File: src/logic/cbbc_pkg.sv
package cbbc_pkg;
  localparam int          NUM_SOCKETS        = 2;
  localparam int          REG_W              = 16;
  localparam int          ADDR_W             = 8;

  // Configuration offsets (byte address of the 16-bit register)
  localparam logic [7:0]  BRIDGE_CTRL_OFFSET = 8'h3E;
  localparam logic [7:0]  SUBSYS_VEND_OFFSET = 8'h40;

  // Bridge control field positions
  localparam int          BIT_PARITY_RESP    = 0;
  localparam int          BIT_SYSERR_FWD     = 1;
  localparam int          BIT_ISA_FILTER     = 2;
  localparam int          BIT_VGA_FWD        = 3;
  localparam int          BIT_MABORT_MODE    = 5;
  localparam int          BIT_CARD_RESET     = 6;
  localparam int          BIT_IRQ_ROUTE      = 7;
  localparam int          BIT_WIN0_PREFETCH  = 8;
  localparam int          BIT_WIN1_PREFETCH  = 9;
  localparam int          BIT_WRITE_POST     = 10;

  // Reset values and masks
  localparam logic [15:0] BRIDGE_CTRL_RESET  = 16'h0340;
  localparam logic [15:0] BRIDGE_CTRL_WMASK  = 16'h07EF;
  localparam logic [15:0] SOCKET_BITS_MASK   = 16'h07CF;
  localparam logic [15:0] SHARED_BITS_MASK   = 16'h0020;
  localparam logic [15:0] SUBSYS_VEND_RESET  = 16'h0000;
  localparam logic [15:0] READ_UNMAPPED      = 16'h0000;

  // ISA alias window: top 768 bytes of every 1K block below 64K
  localparam logic [15:0] ISA_RANGE_TOP      = 16'h0000;
  localparam logic [1:0]  ISA_BLOCK_LOW256   = 2'h0;
endpackage

File: src/logic/cbbc_regs.sv
`timescale 1ns/100ps
// Function
// - Bits 15..11 read zero, not writable
// - Bit 10 write posting, per socket
// - Bit 9 window 1 prefetchable, resets 1
// - Bit 8 window 0 prefetchable, resets 1
// - Bit 7 routes card interrupts PCI/legacy
// - Bit 6 drives card reset, resets 1
// - PCI bus reset also asserts card reset
// - Card reset bit set by global reset, kept on bus reset
// - Context bits keep on bus reset if PME
// - Bit 5 shared master-abort reporting mode
// - Bit 4 reserved, reads zero
// - Bit 3 forwards VGA accesses
// - Bit 2 blocks ISA alias I/O, per socket
// - Bit 1 forwards card system error, per socket
// - Bit 0 reports card parity errors, per socket
// - Vendor ident writable only when unlocked
// - Vendor ident resets zero, global reset only
// - Vendor ident loaded from EEPROM after reset
module cbbc_regs (
  input  wire logic        clk_sys,                  // 100 MHz system clock
  input  wire logic        rst_b,                    // Global reset, async, active low
  input  wire logic        pciBusResetIn_b,          // PCI bus reset, active low
  input  wire logic        pmeEnable,                // Power management events enabled
  input  wire logic        subsystemWriteLock,       // Write lock, 1 = ident read-only
  input  wire logic        cfgFunc,                  // Configuration function number 0/1
  input  wire logic [7:0]  cfgAddr,                  // Configuration byte offset
  input  wire logic        cfgWrEn,                  // Write strobe, one cycle
  input  wire logic        cfgRdEn,                  // Read strobe, one cycle
  input  wire logic [1:0]  cfgByteEn,                // Byte enables of the 16-bit word
  input  wire logic [15:0] cfgWrData,                // Write data
  output logic      [15:0] cfgRdData,                // Read data, registered
  output logic             cfgRdValid,               // Read data valid pulse
  input  wire logic        eepromLoadValid,          // EEPROM ident value strobe
  input  wire logic [15:0] eepromVendorIdent,        // EEPROM ident value
  input  wire logic [1:0]  cardSystemError,          // Card system-error per socket
  input  wire logic [1:0]  cardParityDetect,         // Card parity fault per socket
  input  wire logic [1:0]  cardMasterAbort,          // Master abort seen on card bus
  input  wire logic        pciSerrEnable,            // PCI SERR enable from command
  input  wire logic        ioCycleValid,             // I/O cycle decode request
  input  wire logic        ioCycleSocket,            // Socket the I/O cycle targets
  input  wire logic [31:0] ioCycleAddr,              // I/O cycle address
  output logic             ioForwardAllowed,         // I/O cycle may go to card
  output logic [1:0]       writePostingEnable,       // Per socket write posting
  output logic [1:0]       window1Prefetchable,      // Per socket window 1 type
  output logic [1:0]       window0Prefetchable,      // Per socket window 0 type
  output logic [1:0]       cardIrqRouteSelect,       // 0 = PCI lines, 1 = legacy IRQ
  output logic [1:0]       cardBusResetOut_b,        // Card reset, active low
  output logic             masterAbortReportMode,    // Shared master abort mode
  output logic [1:0]       vgaForwardEnable,         // Per socket VGA forwarding
  output logic [1:0]       isaAliasFilterEnable,     // Per socket ISA alias filter
  output logic [1:0]       cardSyserrForwardEnable,  // Per socket system error forward
  output logic [1:0]       cardParityResponseEnable, // Per socket parity response
  output logic             pciSerrOut,               // SERR request toward PCI
  output logic             pciTargetAbortOut,        // Target abort request toward PCI
  output logic [1:0]       cardParityError,          // Parity error report per socket
  output logic [15:0]      subsystemVendorIdent      // Ident register value
);

  logic [15:0] sockCtrl_r [cbbc_pkg::NUM_SOCKETS];
  logic [15:0] sockCtrl_nxt [cbbc_pkg::NUM_SOCKETS];
  logic        sharedMabort_r;
  logic        sharedMabort_nxt;
  logic [15:0] vendIdent_r;
  logic [15:0] vendIdent_nxt;
  logic [15:0] rdData_r;
  logic        rdValid_r;
  logic [1:0]  cardRst_r;
  logic        serr_r;
  logic        tabort_r;
  logic [1:0]  parErr_r;
  logic        ioFwd_r;
  wire  [1:0]  serrTerms;
  wire  [1:0]  mabtTerms;

  wire         busResetActive = ~pciBusResetIn_b;
  wire         hitBridge      = (cfgAddr == cbbc_pkg::BRIDGE_CTRL_OFFSET);
  wire         hitVendor      = (cfgAddr == cbbc_pkg::SUBSYS_VEND_OFFSET);
  wire [15:0]  laneMask       = {{8{cfgByteEn[1]}}, {8{cfgByteEn[0]}}};
  wire [15:0]  bridgeWrMask   = laneMask & cbbc_pkg::BRIDGE_CTRL_WMASK;
  wire         bridgeWr       = cfgWrEn & hitBridge;
  // Shared bit written only through function 0
  wire         sharedWr       = bridgeWr & ~cfgFunc
                                & bridgeWrMask[cbbc_pkg::BIT_MABORT_MODE];
  wire         vendorWr       = cfgWrEn & hitVendor & ~subsystemWriteLock;
  wire [15:0]  sharedView     = {{(cbbc_pkg::REG_W - 1){1'b0}}, sharedMabort_r} << cbbc_pkg::BIT_MABORT_MODE;
  wire [15:0]  bridgeView     = (sockCtrl_r[cfgFunc] & cbbc_pkg::SOCKET_BITS_MASK)
                                | (sharedView & cbbc_pkg::SHARED_BITS_MASK);
  wire [15:0]  rdMux          = hitBridge ? bridgeView :
                                hitVendor ? vendIdent_r : cbbc_pkg::READ_UNMAPPED;

  // Bus reset restores context bits only when PME is off; card reset bit is never touched
  wire [15:0]  busRstKeep     = pmeEnable ? 16'hFFFF
                                : (16'h0001 << cbbc_pkg::BIT_CARD_RESET);
  assign sharedMabort_nxt = sharedWr ? cfgWrData[cbbc_pkg::BIT_MABORT_MODE]
                          : (busResetActive & ~pmeEnable)
                            ? cbbc_pkg::BRIDGE_CTRL_RESET[cbbc_pkg::BIT_MABORT_MODE]
                            : sharedMabort_r;

  // EEPROM load takes precedence over a host write in the same cycle
  assign vendIdent_nxt = eepromLoadValid ? eepromVendorIdent
                       : vendorWr ? ((vendIdent_r & ~laneMask) | (cfgWrData & laneMask))
                       : vendIdent_r;

  genvar s;
  generate
    for (s = 0; s < cbbc_pkg::NUM_SOCKETS; s++) begin : gSock
      wire        sockWr   = bridgeWr & (cfgFunc == 1'(s));
      wire [15:0] wrMask   = bridgeWrMask & cbbc_pkg::SOCKET_BITS_MASK;
      wire [15:0] afterRst = busResetActive
                             ? ((sockCtrl_r[s] & busRstKeep)
                               | (cbbc_pkg::BRIDGE_CTRL_RESET & ~busRstKeep))
                             : sockCtrl_r[s];
      wire        sockSerr  = cardSystemError[s] & sockCtrl_r[s][cbbc_pkg::BIT_SYSERR_FWD];
      wire        sockMabt  = cardMasterAbort[s] & sharedMabort_r;

      assign sockCtrl_nxt[s] = sockWr ? ((afterRst & ~wrMask) | (cfgWrData & wrMask))
                                      : afterRst;

      always_ff @(posedge clk_sys or negedge rst_b) begin
        if (!rst_b) begin
          sockCtrl_r[s] <= cbbc_pkg::BRIDGE_CTRL_RESET;
        end else begin
          sockCtrl_r[s] <= sockCtrl_nxt[s];
        end
      end

      always_ff @(posedge clk_sys or negedge rst_b) begin
        if (!rst_b) begin
          cardRst_r[s] <= 1'b1;
          parErr_r[s]  <= 1'b0;
        end else begin
          cardRst_r[s] <= sockCtrl_r[s][cbbc_pkg::BIT_CARD_RESET] | busResetActive;
          parErr_r[s]  <= cardParityDetect[s] & sockCtrl_r[s][cbbc_pkg::BIT_PARITY_RESP];
        end
      end

      assign writePostingEnable[s]       = sockCtrl_r[s][cbbc_pkg::BIT_WRITE_POST];
      assign window1Prefetchable[s]      = sockCtrl_r[s][cbbc_pkg::BIT_WIN1_PREFETCH];
      assign window0Prefetchable[s]      = sockCtrl_r[s][cbbc_pkg::BIT_WIN0_PREFETCH];
      assign cardIrqRouteSelect[s]       = sockCtrl_r[s][cbbc_pkg::BIT_IRQ_ROUTE];
      assign vgaForwardEnable[s]         = sockCtrl_r[s][cbbc_pkg::BIT_VGA_FWD];
      assign isaAliasFilterEnable[s]     = sockCtrl_r[s][cbbc_pkg::BIT_ISA_FILTER];
      assign cardSyserrForwardEnable[s]  = sockCtrl_r[s][cbbc_pkg::BIT_SYSERR_FWD];
      assign cardParityResponseEnable[s] = sockCtrl_r[s][cbbc_pkg::BIT_PARITY_RESP];
      assign cardBusResetOut_b[s]        = ~cardRst_r[s];
      assign cardParityError[s]          = parErr_r[s];
      assign serrTerms[s]                = sockSerr;
      assign mabtTerms[s]                = sockMabt;
    end
  endgenerate

  // ISA alias: address below 64K whose offset within its 1K block is 100h..3FFh
  wire [15:0]  ioSelCtrl   = sockCtrl_r[ioCycleSocket];
  wire         ioBelow64k  = (ioCycleAddr[31:16] == cbbc_pkg::ISA_RANGE_TOP);
  wire         ioAliasHit  = ioBelow64k & (ioCycleAddr[9:8] != cbbc_pkg::ISA_BLOCK_LOW256);
  wire         ioBlocked   = ioSelCtrl[cbbc_pkg::BIT_ISA_FILTER] & ioAliasHit;

  always_ff @(posedge clk_sys or negedge rst_b) begin
    if (!rst_b) begin
      sharedMabort_r <= cbbc_pkg::BRIDGE_CTRL_RESET[cbbc_pkg::BIT_MABORT_MODE];
      vendIdent_r    <= cbbc_pkg::SUBSYS_VEND_RESET;
    end else begin
      sharedMabort_r <= sharedMabort_nxt;
      vendIdent_r    <= vendIdent_nxt;
    end
  end

  always_ff @(posedge clk_sys or negedge rst_b) begin
    if (!rst_b) begin
      rdData_r  <= cbbc_pkg::READ_UNMAPPED;
      rdValid_r <= 1'b0;
    end else begin
      rdValid_r <= cfgRdEn;
      if (cfgRdEn) begin
        rdData_r <= rdMux;
      end
    end
  end

  always_ff @(posedge clk_sys or negedge rst_b) begin
    if (!rst_b) begin
      serr_r   <= 1'b0;
      tabort_r <= 1'b0;
      ioFwd_r  <= 1'b0;
    end else begin
      serr_r   <= pciSerrEnable & ((|serrTerms) | (|mabtTerms));
      tabort_r <= |mabtTerms;
      ioFwd_r  <= ioCycleValid & ~ioBlocked;
    end
  end

  assign cfgRdData             = rdData_r;
  assign cfgRdValid            = rdValid_r;
  assign masterAbortReportMode = sharedMabort_r;
  assign pciSerrOut            = serr_r;
  assign pciTargetAbortOut     = tabort_r;
  assign ioForwardAllowed      = ioFwd_r;
  assign subsystemVendorIdent  = vendIdent_r;

endmodule

File: config.mk
export PLATFORM = sky130hd
export DESIGN_NAME = cbbc_regs
export DESIGN_NICKNAME = d
export VERILOG_FILES = /design/src/logic/cbbc_pkg.sv /design/src/logic/cbbc_regs.sv
export SDC_FILE = /design/constraint.sdc
export NUM_CORES = 1
export LEC_CHECK = 0
export BUFFER_PORTS_ARGS = -buffer_cell sky130_fd_sc_hd__buf_4
export CORE_ASPECT_RATIO = 0.6
export CORE_MARGIN = 2
export CORE_UTILIZATION = 34
export DETAILED_ROUTE_END_ITERATION = 8
export PLACE_DENSITY = 0.74
export SYNTH_ARGS = -nofsm -noshare
export SYNTH_HDL_FRONTEND = slang
export SYNTH_SLANG_ARGS = --single-unit
export TNS_END_PERCENT = 100
File: constraint.sdc
create_clock -name clk_sys -period 2.7 [get_ports clk_sys]
set_input_delay 0.405 -clock clk_sys [delete_from_list [all_inputs] [get_ports clk_sys]]
set_output_delay 0.405 -clock clk_sys [all_outputs]
set_load 0.02 [all_outputs]
# Yosys cells after proc, flatten, opt, wreduce, memory -nomap -nowiden
# Index checks and enable logic that the tools add are counted.
[totals] register_bits=73 inputBits=92 output_inout_bits=57 wordCells=85
[op_classes] magnitude_cmp=2 n_eq_ne=2 n_mux=17 n_bitwise=45 n_reduce_logical=6
[op_table] cell="two-way mux 16 bit" n=9
[op_table] cell="AND 16 bit" n=6
[op_table] cell="OR 16 bit" n=3
[op_table] cell="two-way mux 11 bit" n=3
[op_table] cell="OR 16 x 10 -> 16 bit" n=2
[op_table] cell="AND 1 bit" n=17
[op_table] cell="AND 16 x 11 -> 16 bit" n=1
[op_table] cell="logical NOT 16 bit" n=1
[op_table] cell="inverter 11 -> 16 bit" n=1
[op_table] cell="inverter 16 bit" n=1
[op_table] cell="OR 11 x 6 -> 11 bit" n=1
[op_table] cell="inverter 10 bit" n=1
[op_table] cell="two-way mux 3 bit" n=3
[op_table] cell="equality test 8 x 6 -> 1 bit (second input constant)" n=1
[op_table] cell="equality test 8 x 7 -> 1 bit (second input constant)" n=1
[op_table] cell="inverter 1 bit" n=7
[op_table] cell="nonzero test 2 bit" n=3
[op_table] cell="greater-or-equal comparator 2 bit (second input constant)" n=2
[op_table] cell="inverter 1 -> 2 bit" n=2
[op_table] cell="OR reduction 2 bit" n=2
[op_table] cell="OR 1 bit" n=3
[op_table] cell="two-way mux 1 bit" n=2

# Longest topological paths before layout
# Gate-level depths: netlist (run 1).
[depth] ltp_word=7 ltp_mapped=5 ltp_nobuf=3

# Worst setup path after synthesis (run 1)
# Ideal clock, no wire load.
[synth_timing] path_type="in2reg" from="input port cfgAddr[3]" to="register (tool-made name)" t_arrival_ns=1.855 slack_ns=0.722 cell_stages=4 cell_sequence="or4_4 or4_4 buf_6 o221a_1"
[synth_lines] item="from (decl)" line_no="cbbc_regs.sv:28" source="input wire logic [7:0] cfgAddr,"

==> tab_implementation.tex, run 1 <==
\begin{tabular}{lr}
\hline
Metric & Value \\
\hline
\multicolumn{2}{l}{\textbf{Run status}} \\
\quad Outcome & finished clean \\
\multicolumn{2}{l}{\textbf{Placement}} \\
\quad Routability congestion estimate & 0.764 \\
\quad Dpl cells & 450 \\
\quad Count of input and output buffers & 134 \\
\quad Detailed Place HPWL & 6020 um \\
\multicolumn{2}{l}{\textbf{GRT}} \\
\quad Wire length of the first global-routing pass & 12,500 um \\
\quad Aggregate global routing overflow & 0 \\
\quad Initial antenna violation count & 0 \\
\quad Global Route Usage Sum & 19.0\% \\
\quad Via count of the first global-routing pass & 2,336 \\
\quad Pin count of the biggest net entering global routing & 60 \\
\multicolumn{2}{l}{\textbf{Worst setup path}} \\
\quad CP Capture Type & flip-flop \\
\quad WS Path Type & primary input to flip-flop \\
\quad Data arrival time of the critical path & 2070 ps \\
\quad Element type at the critical path start & primary input \\
\quad Highest net fanout along the worst path & 7 \\
\quad Data required, critical path & 2900 ps \\
\quad Reg2Reg Depth & 2 \\
\multicolumn{2}{l}{\textbf{Clock tree}} \\
\quad Number of levels in the clock H-tree & 3 \\
\quad Hold-fix buffers at CTS & 0 \\
\quad Buffer cell driving the clock tree root & sky130\_fd\_sc\_hd\_\_clkbuf\_16 \\
\quad TritonCTS clock tree & done \\
\quad Clock Sink Count & 59 \\
\quad Clock Pin Slew Worst Setup and Hold Paths & 60 ps \\
\quad Post-CTS setup buffer count & 0 \\
\quad CTS buffer count & 9 \\
\quad Max Buffers Root-to-Sink & 2 \\
\quad Source-to-sink clock delay at the later pin of the worst-skew pair & 330 ps \\
\quad Post-CTS sizing & 0 \\
\multicolumn{2}{l}{\textbf{Run}} \\
\quad \# Max-Cap Violations & 0 \\
\multicolumn{2}{l}{\textbf{STA}} \\
\quad Final Setup Violations & 0 \\
\quad Post-Route Skew & 5.40 ps \\
\quad Clock period minus worst slack & 1870 ps \\
\quad RSZ-0062 raised after global routing & false \\
\quad Maximum frequency from static timing analysis & 535 MHz \\
\quad Max-slew headroom & 49.8\% \\
\quad Number of max-slew violations in the final report & 0 \\
\quad Total count of hold-check failures in the final report & 0 \\
\quad Crit share post-route & 69.2\% \\
\quad Setup TNS & 0 ps \\
\quad Worst-Margin Slew & 753 ps \\
\multicolumn{2}{l}{\textbf{Logic synthesis}} \\
\quad Top-area cell type share of the netlist area & 46.1\% \\
\quad Synth Register Bits & 59 \\
\quad Commonest cells in the netlist & sky130\_fd\_sc\_hd\_\_dfrtp\_1 (51), sky130\_fd\_sc\_hd\_\_mux2\_2 (24), sky130\_fd\_sc\_hd\_\_nor2b\_1 (24) \\
\quad Main synth FF type & sky130\_fd\_sc\_hd\_\_dfrtp\_1 \\
\quad Count of different cell masters after synthesis & 33 \\
\quad Proportion of synthesized chip area in sequential cells & 53.7\% \\
\quad Ys async rst share & 100\% \\
\quad EDFF count, synth & 0 \\
\quad Count of yosys warnings during synthesis & 0 \\
\quad Synthesized net count & 304 \\
\quad Per-instance average area after synthesis & 13.1 um\^{}2 \\
\quad Cell type with the highest aggregate area in the netlist & sky130\_fd\_sc\_hd\_\_dfrtp\_1 \\
\quad Number of standard cells after synthesis & 212 \\
\quad Top cells by area in the synthesized netlist & sky130\_fd\_sc\_hd\_\_dfrtp\_1 (46\%), sky130\_fd\_sc\_hd\_\_mux2\_2 (9.8\%), sky130\_fd\_sc\_hd\_\_dfstp\_2 (7.6\%) \\
\quad Most frequent cell after synthesis & sky130\_fd\_sc\_hd\_\_dfrtp\_1 \\
\quad Cell area after synthesis & 2770 um\^{}2 \\
\multicolumn{2}{l}{\textbf{Die}} \\
\quad Die Outline Area & 8900 um\^{}2 \\
\quad Starting density of the core & 35.1\% \\
\quad I/O pin count & 149 \\
\quad Std cell rows & 25 \\
\quad Die span in y & 73.9 um \\
\quad Horizontal die dimension & 120 um \\
\quad Area of the placeable core & 7880 um\^{}2 \\
\multicolumn{2}{l}{\textbf{Routing}} \\
\quad First drt pass iteration count & 4 \\
\quad Number of design rule violations left after detail routing & 0 \\
\quad Drt via density & 4.96 \\
\quad Via total after detailed routing & 2,310 \\
\quad Aggregate routed wire length & 8190 um \\
\quad Detailed router's first-iteration violation count & 142 \\
\quad Average routed wire per standard cell & 17.6 um \\
\quad Final antenna-violating net count & 0 \\
\multicolumn{2}{l}{\textbf{Power and ir drop}} \\
\quad Pwr/cell area & 577 nW/um\^{}2 \\
\quad Worst vdd rail ir drop & 333 uV \\
\quad Static Leak & 0.00209 uW \\
\multicolumn{2}{l}{\textbf{Layout}} \\
\quad Share of cells above drive strength 1 & 54.2\% \\
\quad Synth-to-Final Area Change & 52.5\% \\
\quad Number of diodes added for antenna fixing & 0 \\
\quad Non-filler instance count after layout & 466 \\
\quad Final Net Count & 445 \\
\multicolumn{2}{l}{\textbf{Worst hold path}} \\
\quad Worst hold path type & primary input to async pin \\
\hline
\end{tabular}
==> layer usage <==
layer	GRT usage, %	vias up	part of all wire [%]
met1	25.0	1120	45
met4	3.88	0	0.63
met2	30.6	99	45
met5	0	-	0
li1	-	1085	-
met3	6.91	6	8.8
==> area by class of cell <==
| cell class | instances | area (um^2) |
|---|---|---|
| well taps | 108 | 135 |
| multi-input cells | 138 | 1210 |
| clock inverters | 7 | 100 |
| flip-flops and latches | 59 | 1490 |
| clock buffers | 9 | 225 |
| repair buffers | 139 | 1040 |
| inverters | 6 | 22.5 |
| fillers | 712 | 3660 |
==> power breakdown <==
group,switching [uW],leakage (uW),internal [uW],total (uW)
Combinational,126,0.00119,142,268
Sequential,21.2,0.000746,913,935
Clock,419,0.000160,813,1230
==> per-stage QoR <==
step	utilization, %	hold WS (ps)	power, uW	setup slack (ps)	cell area, um^2
6_report	53.6	135	2430	831	4220
2_1_floorplan	-	109	1040	722	2770
3_5_place_dp	49.4	497	1220	460	3900
4_1_cts	53.6	177	2460	803	4220
3_3_place_gp	49.4	489	1220	557	3900
5_1_grt	53.6	207	2530	724	4220
==> cells in the final DEF, fill, tap and decap left out, types with 2 or more instances in the layout <==
cell / Yosys / final
sky130_fd_sc_hd__a221o_1: 10 / 10
sky130_fd_sc_hd__a22o_1: 6 / 6
sky130_fd_sc_hd__and2_1: 4 / 4
sky130_fd_sc_hd__buf_4: 0 / 139
sky130_fd_sc_hd__bufinv_16: 0 / 2
sky130_fd_sc_hd__clkbuf_16: 0 / 9
sky130_fd_sc_hd__clkinv_4: 0 / 3
sky130_fd_sc_hd__dfrtp_1: 51 / 51
sky130_fd_sc_hd__dfstp_2: 8 / 8
sky130_fd_sc_hd__inv_1: 6 / 6
sky130_fd_sc_hd__mux2_2: 24 / 24
sky130_fd_sc_hd__mux2i_1: 5 / 5
sky130_fd_sc_hd__nand2_1: 2 / 2
sky130_fd_sc_hd__nand2b_1: 18 / 18
sky130_fd_sc_hd__nand3b_1: 2 / 2
sky130_fd_sc_hd__nand4_1: 2 / 2
sky130_fd_sc_hd__nand4b_1: 2 / 2
sky130_fd_sc_hd__nor2_1: 5 / 5
sky130_fd_sc_hd__nor2b_1: 24 / 24
sky130_fd_sc_hd__nor4_1: 3 / 3
sky130_fd_sc_hd__o221a_1: 16 / 16
sky130_fd_sc_hd__o41ai_4: 2 / 2
sky130_fd_sc_hd__or4_4: 3 / 3
==> path summary, 6_finish.rpt <==
kind / from / endpoint / slack [ps]
setup / recovery: cfgAddr[0] / cardParityResponseEnable[0]$_DFF_PN0_ / 830
hold / removal: rst_b / async pin / 130
setup reg to reg: cardSyserrForwardEnable[0]$_DFF_PN0_ / cfgRdData[1]$_DFFE_PN0P_ / 1590
hold reg to reg: sockCtrl_r[22]$_DFFE_PN1N_ / cardRst_r[0]$_DFF_PN1_ / 500
max in group asynchronous: rst_b / cardIrqRouteSelect[1]$_DFF_PN0_ / 2050
min in group clk_sys: pciBusResetIn_b / cardRst_r[0]$_DFF_PN1_ / 220
==> critical path, cell delays in order <==
cell and delay, ps:
sky130_fd_sc_hd__buf_4 110, sky130_fd_sc_hd__nor4b_1 350, sky130_fd_sc_hd__buf_4 200, sky130_fd_sc_hd__nand4b_1 510, sky130_fd_sc_hd__mux2_2 490
==> kinds of logic (layout without fill, tap and decap cells) <==
logic type / count (synthesis) / in the layout / share of synthesized area [%]
and+or+nand+nor: 71 / 71 / 16.9
DFF: 59 / 59 / 53.7
AOI/OAI and AO/OA: 38 / 38 / 15.2
muxes: 29 / 29 / 11.6
buffers and inverters: 15 / 161 / 2.62
Note: power is estimated with default switching activity, not from simulation.
==> run 2: changes to the inputs <==
==> constraint.sdc (replaced) <==
create_clock -name clk_sys -period 1.9 [get_ports clk_sys]
set_input_delay 0.285 -clock clk_sys [delete_from_list [all_inputs] [get_ports clk_sys]]
set_output_delay 0.285 -clock clk_sys [all_outputs]
set_load 0.02 [all_outputs]
==> run 2 against run 1 <==
  * Total power increased by 32%
  * Sequential power increased by 42%
  * Clock power increased by 21%
  * Largest power group unchanged
==> tab_implementation.tex, run 2 (synthesis gave the netlist of run 1 again) <==
\begin{tabular}{lr}
\hline
Metric & Value \\
\hline
\multicolumn{2}{l}{\textbf{Run status}} \\
\quad Outcome & finished clean (unchanged) \\
\multicolumn{2}{l}{\textbf{Routing}} \\
\quad Final antenna-violating net count & 0 (unchanged) \\
\quad First drt pass iteration count & 4 (unchanged) \\
\quad Via total after detailed routing & 2,380 (was 2,310) \\
\quad Detailed router's first-iteration violation count & 136 (was 142) \\
\quad Average routed wire per standard cell & 17.4 um (was 17.6 um) \\
\quad Aggregate routed wire length & 8250 um (was 8190 um) \\
\quad Drt via density & 5.01 (was 4.96) \\
\quad Number of design rule violations left after detail routing & 0 (unchanged) \\
\multicolumn{2}{l}{\textbf{Clock tree}} \\
\quad CTS buffer count & 9 (unchanged) \\
\quad Post-CTS setup buffer count & 0 (unchanged) \\
\quad Buffer cell driving the clock tree root & sky130\_fd\_sc\_hd\_\_clkbuf\_16 (unchanged) \\
\quad Number of levels in the clock H-tree & 3 (unchanged) \\
\quad Clock Pin Slew Worst Setup and Hold Paths & 50 ps (was 60 ps) \\
\quad Post-CTS sizing & 0 (unchanged) \\
\quad Clock Sink Count & 59 (unchanged) \\
\quad TritonCTS clock tree & done (unchanged) \\
\quad Source-to-sink clock delay at the later pin of the worst-skew pair & 320 ps (was 330 ps) \\
\quad Max Buffers Root-to-Sink & 2 (unchanged) \\
\quad Hold-fix buffers at CTS & 0 (unchanged) \\
\multicolumn{2}{l}{\textbf{Worst setup path}} \\
\quad Data arrival time of the critical path & 1900 ps (was 2070 ps) \\
\quad WS Path Type & primary input to flip-flop (unchanged) \\
\quad Reg2Reg Depth & 2 (unchanged) \\
\quad Crit-path leading delay family & simple AND/OR/NAND/NOR gates (unchanged) \\
\quad Element type at the critical path start & primary input (unchanged) \\
\quad Data required, critical path & 2100 ps (was 2900 ps) \\
\quad Endpoint of the lowest-slack register-to-register path & cfgRdData[1]\$\_DFFE\_PN0P\_ (unchanged) \\
\quad CP Capture Type & flip-flop (unchanged) \\
\quad Ordered cell list for the critical path & buf\_4 > or4\_4 > or4\_4 > o221a\_1 (was buf\_4 > nor4b\_1 > buf\_4 > nand4b\_1 > mux2\_2) \\
\quad Highest net fanout along the worst path & 8 (was 7) \\
\quad Crit-path slowest cell & sky130\_fd\_sc\_hd\_\_or4\_4 (was sky130\_fd\_sc\_hd\_\_nand4b\_1) \\
\quad Flop-to-flop setup slack & 780 ps (was 1590 ps) \\
\quad Cell repeated most along the worst path & sky130\_fd\_sc\_hd\_\_or4\_4 (was sky130\_fd\_sc\_hd\_\_buf\_4) \\
\quad Instance count on the critical path & 4 (was 5) \\
\quad Buffer and inverter count on the worst path & 1 (was 2) \\
\quad Beginning of the worst register-to-register path & cardSyserrForwardEnable[0]\$\_DFF\_PN0\_ (unchanged) \\
\quad Longest individual stage delay on the worst path & 640 ps (was 510 ps) \\
\multicolumn{2}{l}{\textbf{Die}} \\
\quad I/O pin count & 149 (unchanged) \\
\quad Std cell rows & 25 (unchanged) \\
\quad Area of the placeable core & 7880 um\^{}2 (unchanged) \\
\quad Die span in y & 73.9 um (unchanged) \\
\quad Die Outline Area & 8900 um\^{}2 (unchanged) \\
\quad Horizontal die dimension & 120 um (unchanged) \\
\quad Starting density of the core & 35.1\% (unchanged) \\
\multicolumn{2}{l}{\textbf{STA}} \\
\quad Total count of hold-check failures in the final report & 0 (unchanged) \\
\quad Max-slew headroom & 49.6\% (was 49.8\%) \\
\quad Maximum frequency from static timing analysis & 590 MHz \\
\quad Worst-Margin Slew & 756 ps (was 753 ps) \\
\quad Crit share post-route & 89.2\% \\
\quad Post-Route Skew & 4.98 ps (was 5.40 ps) \\
\quad Final Setup Violations & 0 (unchanged) \\
\quad Clock period minus worst slack & 1690 ps \\
\quad Number of max-slew violations in the final report & 0 (unchanged) \\
\quad RSZ-0062 raised after global routing & false (unchanged) \\
\multicolumn{2}{l}{\textbf{GRT}} \\
\quad Global Route Usage Sum & 19.2\% (was 19.0\%) \\
\quad Met2 Track Usage GR & 30.7\% (was 30.6\%) \\
\quad Peak-usage layer in the global routing report & met2 (unchanged) \\
\quad Aggregate global routing overflow & 0 (unchanged) \\
\quad Pin count of the biggest net entering global routing & 60 (unchanged) \\
\quad Via count of the first global-routing pass & 2,377 (was 2,336) \\
\quad Grt met3 use & 6.44\% (was 6.91\%) \\
\quad Met1 demand-to-capacity share in global routing & 25.0\% (about the same) \\
\quad Wire length of the first global-routing pass & 12,700 um (was 12,500 um) \\
\quad Initial antenna violation count & 0 (unchanged) \\
\multicolumn{2}{l}{\textbf{Power and ir drop}} \\
\quad Static Leak & 0.00211 uW (was 0.00209 uW) \\
\quad Int Power & 2420 uW (was 1870 uW) \\
\quad Pwr/cell area & 755 nW/um\^{}2 (was 577 nW/um\^{}2) \\
\quad Clk pwr share & 46.4\% (was 50.6\%) \\
\quad Design Power & 3200 uW (was 2430 uW) \\
\quad Switching share of power & 24.5\% (was 23.3\%) \\
\quad Fraction of power consumed by combinational cells & 12.1\% (was 11.0\%) \\
\quad Worst vdd rail ir drop & 365 uV (was 333 uV) \\
\quad Power share of the sequential group & 41.5\% (was 38.4\%) \\
\quad Net switching component of the power & 786 uW (was 566 uW) \\
\multicolumn{2}{l}{\textbf{Layout}} \\
\quad Non-filler instance count after layout & 475 (was 466) \\
\quad Filler cells & 728 (was 712) \\
\quad Share of cells above drive strength 1 & 55.3\% (was 54.2\%) \\
\quad Number of diodes added for antenna fixing & 0 (unchanged) \\
\quad Most common library cell in the layout ignoring fill and taps & sky130\_fd\_sc\_hd\_\_buf\_4 (unchanged) \\
\quad Highest-count cells in the layout ignoring fill and taps & sky130\_fd\_sc\_hd\_\_buf\_4 (148), sky130\_fd\_sc\_hd\_\_dfrtp\_1 (51), sky130\_fd\_sc\_hd\_\_nor2b\_1 (24), sky130\_fd\_sc\_hd\_\_mux2\_2 (24), sky130\_fd\_sc\_hd\_\_nand2b\_1 (18) (was sky130\_fd\_sc\_hd\_\_buf\_4 (139), sky130\_fd\_sc\_hd\_\_dfrtp\_1 (51), sky130\_fd\_sc\_hd\_\_nor2b\_1 (24), sky130\_fd\_sc\_hd\_\_mux2\_2 (24), sky130\_fd\_sc\_hd\_\_nand2b\_1 (18)) \\
\quad Final Net Count & 454 (was 445) \\
\quad Synth-to-Final Area Change & 53.3\% (was 52.5\%) \\
\multicolumn{2}{l}{\textbf{Run}} \\
\quad \# Max-Cap Violations & 0 (unchanged) \\
\multicolumn{2}{l}{\textbf{Placement}} \\
\quad Detailed Place HPWL & 6120 um (was 6020 um) \\
\quad Routability congestion estimate & 0.799 (was 0.764) \\
\quad Count of input and output buffers & 134 (unchanged) \\
\quad Dpl cells & 459 (was 450) \\
\multicolumn{2}{l}{\textbf{Worst hold path}} \\
\quad Worst hold path type & primary input to async pin (unchanged) \\
\hline
\end{tabular}
## run 2: cell types whose count changed in the layout (fill, tap and decap cells not counted)
cell,delta
sky130_fd_sc_hd__buf_4,+9
sky130_fd_sc_hd__clkinv_4,-2
sky130_fd_sc_hd__inv_6,-1
sky130_fd_sc_hd__bufinv_16,-2
sky130_fd_sc_hd__clkbuf_8,+1
sky130_fd_sc_hd__clkinvlp_4,+3
sky130_fd_sc_hd__clkinv_2,+1
## run 2: through the flow
| step | setup slack [ps] | TNS (ps) | cell area, um^2 | utilization (%) | hold WS, ps |
|---|---|---|---|---|---|
| finish | 205 | 0 | 4240 | 53.8 | 29.9 |
| global route | 183 | 0 | 4240 | 53.8 | 91.2 |
| CTS | 213 | 0 | 4240 | 53.8 | 58.0 |
| detailed placement | -126 | -1710 | 3960 | 50.3 | 399 |
| global placement | -107 | -1490 | 3960 | 50.3 | 392 |
| floorplan | 42.4 | 0 | 2770 | - | -10.6 |
## run 2: how the worst max path moves through the flow
stage          slack, ps   endpoint  startpoint
2_1_floorplan         40  flip-flop  cfgAddr[3]
3_3_place_gp        -110  flip-flop  cfgAddr[3]
3_5_place_dp        -130  flip-flop  cfgAddr[3]
4_1_cts              210  flip-flop  cfgAddr[3]
5_1_grt              180  flip-flop  cfgAddr[3]
6_report             210  flip-flop  cfgAddr[3]
## run 2: layer usage
layer	wire length (um)	vias up
met5	0	-
li1	-	1102
met4	80	0
met3	708	9
met2	3750	96
met1	3710	1173
## run 2: power groups by stage
stage / Combinational [uW] / Sequential, uW / Clock, uW
floorplan: 94.9 / 1390 / 0
global placement: 384 / 1350 / 0
detailed placement: 391 / 1350 / 0
CTS: 392 / 1330 / 1510
global route: 416 / 1330 / 1580
finish: 388 / 1330 / 1490
## run 2: worst register-to-register path, cell delays in order, from the launching register on
cell	delay, ps
sky130_fd_sc_hd__dfrtp_1	420
sky130_fd_sc_hd__mux2_2	270
sky130_fd_sc_hd__a221o_1	310
## run 2: area by class of cell
cell class / instances / area (um^2) / area share [%]
inverters: 6 / 22.5 / 0.531
multi-input cells: 138 / 1210 / 28.5
repair buffers: 148 / 1110 / 26.2
clock inverters: 6 / 41.3 / 0.973
well taps: 108 / 135 / 3.18
flip-flops and latches: 59 / 1490 / 35.0
clock buffers: 10 / 239 / 5.63
==> run 3: changes to the inputs <==
--- a/config.mk
+++ b/config.mk
@@ -6,8 +6,9 @@
 export NUM_CORES = 1
 export LEC_CHECK = 0
 export BUFFER_PORTS_ARGS = -buffer_cell sky130_fd_sc_hd__buf_4
+export CAP_MARGIN = 20
 export CORE_ASPECT_RATIO = 0.6
-export CORE_MARGIN = 2
+export CORE_MARGIN = 5
 export CORE_UTILIZATION = 34
 export DETAILED_ROUTE_END_ITERATION = 8
 export PLACE_DENSITY = 0.74
==> constraint.sdc (replaced) <==
create_clock -name clk_sys -period 1.9 [get_ports clk_sys]
set_input_delay 0.285 -clock clk_sys [delete_from_list [all_inputs] [get_ports clk_sys]]
set_output_delay 0.285 -clock clk_sys [all_outputs]
set_load 0.005 [all_outputs]
==> run 3 against run 2 <==
  * Non-clock buffer count rose by 4
  * Sequential share of layout area fell by 0.25 points
  * Clock skew fell by 1.8 ps
  * Critical path type unchanged
  * Largest cell class unchanged
  * Largest power group unchanged
==> tab_implementation.tex, run 3 (synthesis gave the netlist of run 1 again) <==
\begin{tabular}{lr}
\hline
Metric & Value \\
\hline
\multicolumn{2}{l}{\textbf{Die}} \\
\quad Area of the placeable core & 7910 um\^{}2 (was 7880 um\^{}2) \\
\quad Std cell rows & 25 (unchanged) \\
\quad Die span in y & 79.9 um (was 73.9 um) \\
\quad Die Outline Area & 10,100 um\^{}2 (was 8900 um\^{}2) \\
\quad Horizontal die dimension & 126 um (was 120 um) \\
\quad Starting density of the core & 35.0\% (was 35.1\%) \\
\quad I/O pin count & 149 (unchanged) \\
\multicolumn{2}{l}{\textbf{STA}} \\
\quad Maximum frequency from static timing analysis & 601 MHz (was 590 MHz) \\
\quad Crit share post-route & 87.6\% (was 89.2\%) \\
\quad Number of max-slew violations in the final report & 0 (unchanged) \\
\quad RSZ-0062 raised after global routing & false (unchanged) \\
\quad Max-slew headroom & 50.4\% (was 49.6\%) \\
\quad Setup TNS & 0 ps (unchanged) \\
\quad Clock period minus worst slack & 1660 ps (was 1690 ps) \\
\quad Final Setup Violations & 0 (unchanged) \\
\quad Total count of hold-check failures in the final report & 0 (unchanged) \\
\quad Worst-Margin Slew & 744 ps (was 756 ps) \\
\quad Post-Route Skew & 3.18 ps (was 4.98 ps) \\
\multicolumn{2}{l}{\textbf{Clock tree}} \\
\quad CTS buffer count & 9 (unchanged) \\
\quad Max Buffers Root-to-Sink & 2 (unchanged) \\
\quad Hold-fix buffers at CTS & 0 (unchanged) \\
\quad Source-to-sink clock delay at the later pin of the worst-skew pair & 320 ps (about the same) \\
\quad Clock Pin Slew Worst Setup and Hold Paths & 50 ps (about the same) \\
\quad Post-CTS setup buffer count & 0 (unchanged) \\
\quad Number of levels in the clock H-tree & 3 (unchanged) \\
\quad TritonCTS clock tree & done (unchanged) \\
\quad Clock Sink Count & 59 (unchanged) \\
\quad Buffer cell driving the clock tree root & sky130\_fd\_sc\_hd\_\_clkbuf\_16 (unchanged) \\
\quad Post-CTS sizing & 0 (unchanged) \\
\multicolumn{2}{l}{\textbf{Placement}} \\
\quad Detailed Place HPWL & 6510 um (was 6120 um) \\
\quad Count of input and output buffers & 134 (unchanged) \\
\quad Routability congestion estimate & 0.787 (was 0.799) \\
\quad Dpl cells & 463 (was 459) \\
\multicolumn{2}{l}{\textbf{Routing}} \\
\quad First drt pass iteration count & 4 (unchanged) \\
\quad Aggregate routed wire length & 8630 um (was 8250 um) \\
\quad Via total after detailed routing & 2,396 (was 2,380) \\
\quad Final antenna-violating net count & 0 (unchanged) \\
\quad Drt via density & 5.01 (about the same) \\
\quad Detailed router's first-iteration violation count & 112 (was 136) \\
\quad Average routed wire per standard cell & 18.1 um (was 17.4 um) \\
\quad Number of design rule violations left after detail routing & 0 (unchanged) \\
\multicolumn{2}{l}{\textbf{Power and ir drop}} \\
\quad Pwr/cell area & 742 nW/um\^{}2 (was 755 nW/um\^{}2) \\
\quad Fraction of power consumed by combinational cells & 10.9\% (was 12.1\%) \\
\quad Static Leak & 0.00213 uW (was 0.00211 uW) \\
\quad Design Power & 3170 uW (was 3200 uW) \\
\quad Net switching component of the power & 692 uW (was 786 uW) \\
\quad Switching share of power & 21.8\% (was 24.5\%) \\
\quad Clk pwr share & 47.2\% (was 46.4\%) \\
\quad Power share of the sequential group & 41.9\% (was 41.5\%) \\
\quad Int Power & 2480 uW (was 2420 uW) \\
\quad Worst vdd rail ir drop & 443 uV (was 365 uV) \\
\multicolumn{2}{l}{\textbf{Layout}} \\
\quad Non-filler instance count after layout & 478 (was 475) \\
\quad Final Net Count & 458 (was 454) \\
\quad Number of diodes added for antenna fixing & 0 (unchanged) \\
\quad Share of cells above drive strength 1 & 55.4\% (was 55.3\%) \\
\quad Most common library cell in the layout ignoring fill and taps & sky130\_fd\_sc\_hd\_\_buf\_4 (unchanged) \\
\quad Synth-to-Final Area Change & 54.4\% (was 53.3\%) \\
\quad Highest-count cells in the layout ignoring fill and taps & sky130\_fd\_sc\_hd\_\_buf\_4 (152), sky130\_fd\_sc\_hd\_\_dfrtp\_1 (51), sky130\_fd\_sc\_hd\_\_nor2b\_1 (24), sky130\_fd\_sc\_hd\_\_mux2\_2 (24), sky130\_fd\_sc\_hd\_\_nand2b\_1 (18) (was sky130\_fd\_sc\_hd\_\_buf\_4 (148), sky130\_fd\_sc\_hd\_\_dfrtp\_1 (51), sky130\_fd\_sc\_hd\_\_nor2b\_1 (24), sky130\_fd\_sc\_hd\_\_mux2\_2 (24), sky130\_fd\_sc\_hd\_\_nand2b\_1 (18)) \\
\quad Filler cells & 709 (was 728) \\
\multicolumn{2}{l}{\textbf{Worst setup path}} \\
\quad CP Capture Type & flip-flop (unchanged) \\
\quad Data arrival time of the critical path & 1860 ps (was 1900 ps) \\
\quad WS Path Type & primary input to flip-flop (unchanged) \\
\quad Highest net fanout along the worst path & 8 (unchanged) \\
\quad Data required, critical path & 2100 ps (about the same) \\
\quad Element type at the critical path start & primary input (unchanged) \\
\multicolumn{2}{l}{\textbf{GRT}} \\
\quad Global Route Usage Sum & 17.5\% (was 19.2\%) \\
\quad Pin count of the biggest net entering global routing & 60 (unchanged) \\
\quad Initial antenna violation count & 0 (unchanged) \\
\quad Wire length of the first global-routing pass & 13,500 um (was 12,700 um) \\
\quad Via count of the first global-routing pass & 2,529 (was 2,377) \\
\quad Aggregate global routing overflow & 0 (unchanged) \\
\multicolumn{2}{l}{\textbf{Run status}} \\
\quad Outcome & finished clean (unchanged) \\
\multicolumn{2}{l}{\textbf{Run}} \\
\quad \# Max-Cap Violations & 0 (unchanged) \\
\multicolumn{2}{l}{\textbf{Worst hold path}} \\
\quad Worst hold path type & primary input to async pin (unchanged) \\
\hline
\end{tabular}
[run 3: cell types whose count changed in the layout (fill, tap and decap cells not counted)]
cell,delta
sky130_fd_sc_hd__clkinvlp_4,-3
sky130_fd_sc_hd__buf_4,+4
sky130_fd_sc_hd__clkbuf_1,+1
sky130_fd_sc_hd__clkinv_4,-1
sky130_fd_sc_hd__clkbuf_8,+2
[run 3: worst paths after layout]
| path | startpoint | to | slack, ps | cells past startpoint |
|---|---|---|---|---|
| worst max-delay path | cfgAddr[3] | flip-flop | 240 | 4 |
| worst min register to register | sockCtrl_r[22]$_DFFE_PN1N_ | cardRst_r[0]$_DFF_PN1_ | 500 | 1 |
| worst min-delay path | rst_b | pciSerrOut$_DFF_PN0_ | 40 | 1 |
| worst max register to register | cardIrqRouteSelect[1]$_DFF_PN0_ | cfgRdData[7]$_DFFE_PN0P_ | 760 | 2 |
| max in group asynchronous | rst_b | async pin | 1370 | 1 |
| min in group clk_sys | pciBusResetIn_b | cardRst_r[0]$_DFF_PN1_ | 120 | 2 |
[run 3: cell type report]
| cell class | count | area [um^2] | share of cell area (%) |
|---|---|---|---|
| flip-flops and latches | 59 | 1490 | 34.8 |
| multi-input cells | 138 | 1210 | 28.3 |
| repair buffers | 152 | 1140 | 26.7 |
| clock buffers | 13 | 270 | 6.32 |
| well taps | 108 | 135 | 3.16 |
| inverters | 6 | 22.5 | 0.527 |
| clock inverters | 2 | 10.0 | 0.234 |
[run 3: power groups by stage]
stage | clock, uW | combinational, uW | sequential [uW]
after detailed placement | 0 | 349 | 1350
final | 1500 | 346 | 1330
after global placement | 0 | 341 | 1350
after global routing | 1590 | 377 | 1330
after floorplan | 0 | 92.4 | 1350
after CTS | 1530 | 350 | 1330
[run 3: routing by layer]
layer / up-vias / GRT usage (%) / part of all wire [%]
li1: 1107 / - / -
met1: 1193 / 23.2 / 45
met2: 84 / 27.2 / 46
met3: 12 / 5.15 / 7.2
met4: 0 / 6.21 / 1.4
met5: - / 0 / 0
[run 3: critical path, cell delays in order]
cell and delay (ps):
sky130_fd_sc_hd__buf_4 110, sky130_fd_sc_hd__or4_4 560, sky130_fd_sc_hd__or4_4 630, sky130_fd_sc_hd__o221a_1 270
[run 3: per-stage QoR]
stage | hold WS (ps) | setup WS (ps) | util (%) | instance area [um^2]
global route | 85.0 | 229 | 54.0 | 4270
detailed placement | 396 | -86.2 | 50.5 | 3990
CTS | 53.8 | 254 | 54.0 | 4270
floorplan | -10.6 | 42.4 | - | 2770
finish | 36.1 | 236 | 54.0 | 4270
global placement | 390 | -54.7 | 50.5 | 3990
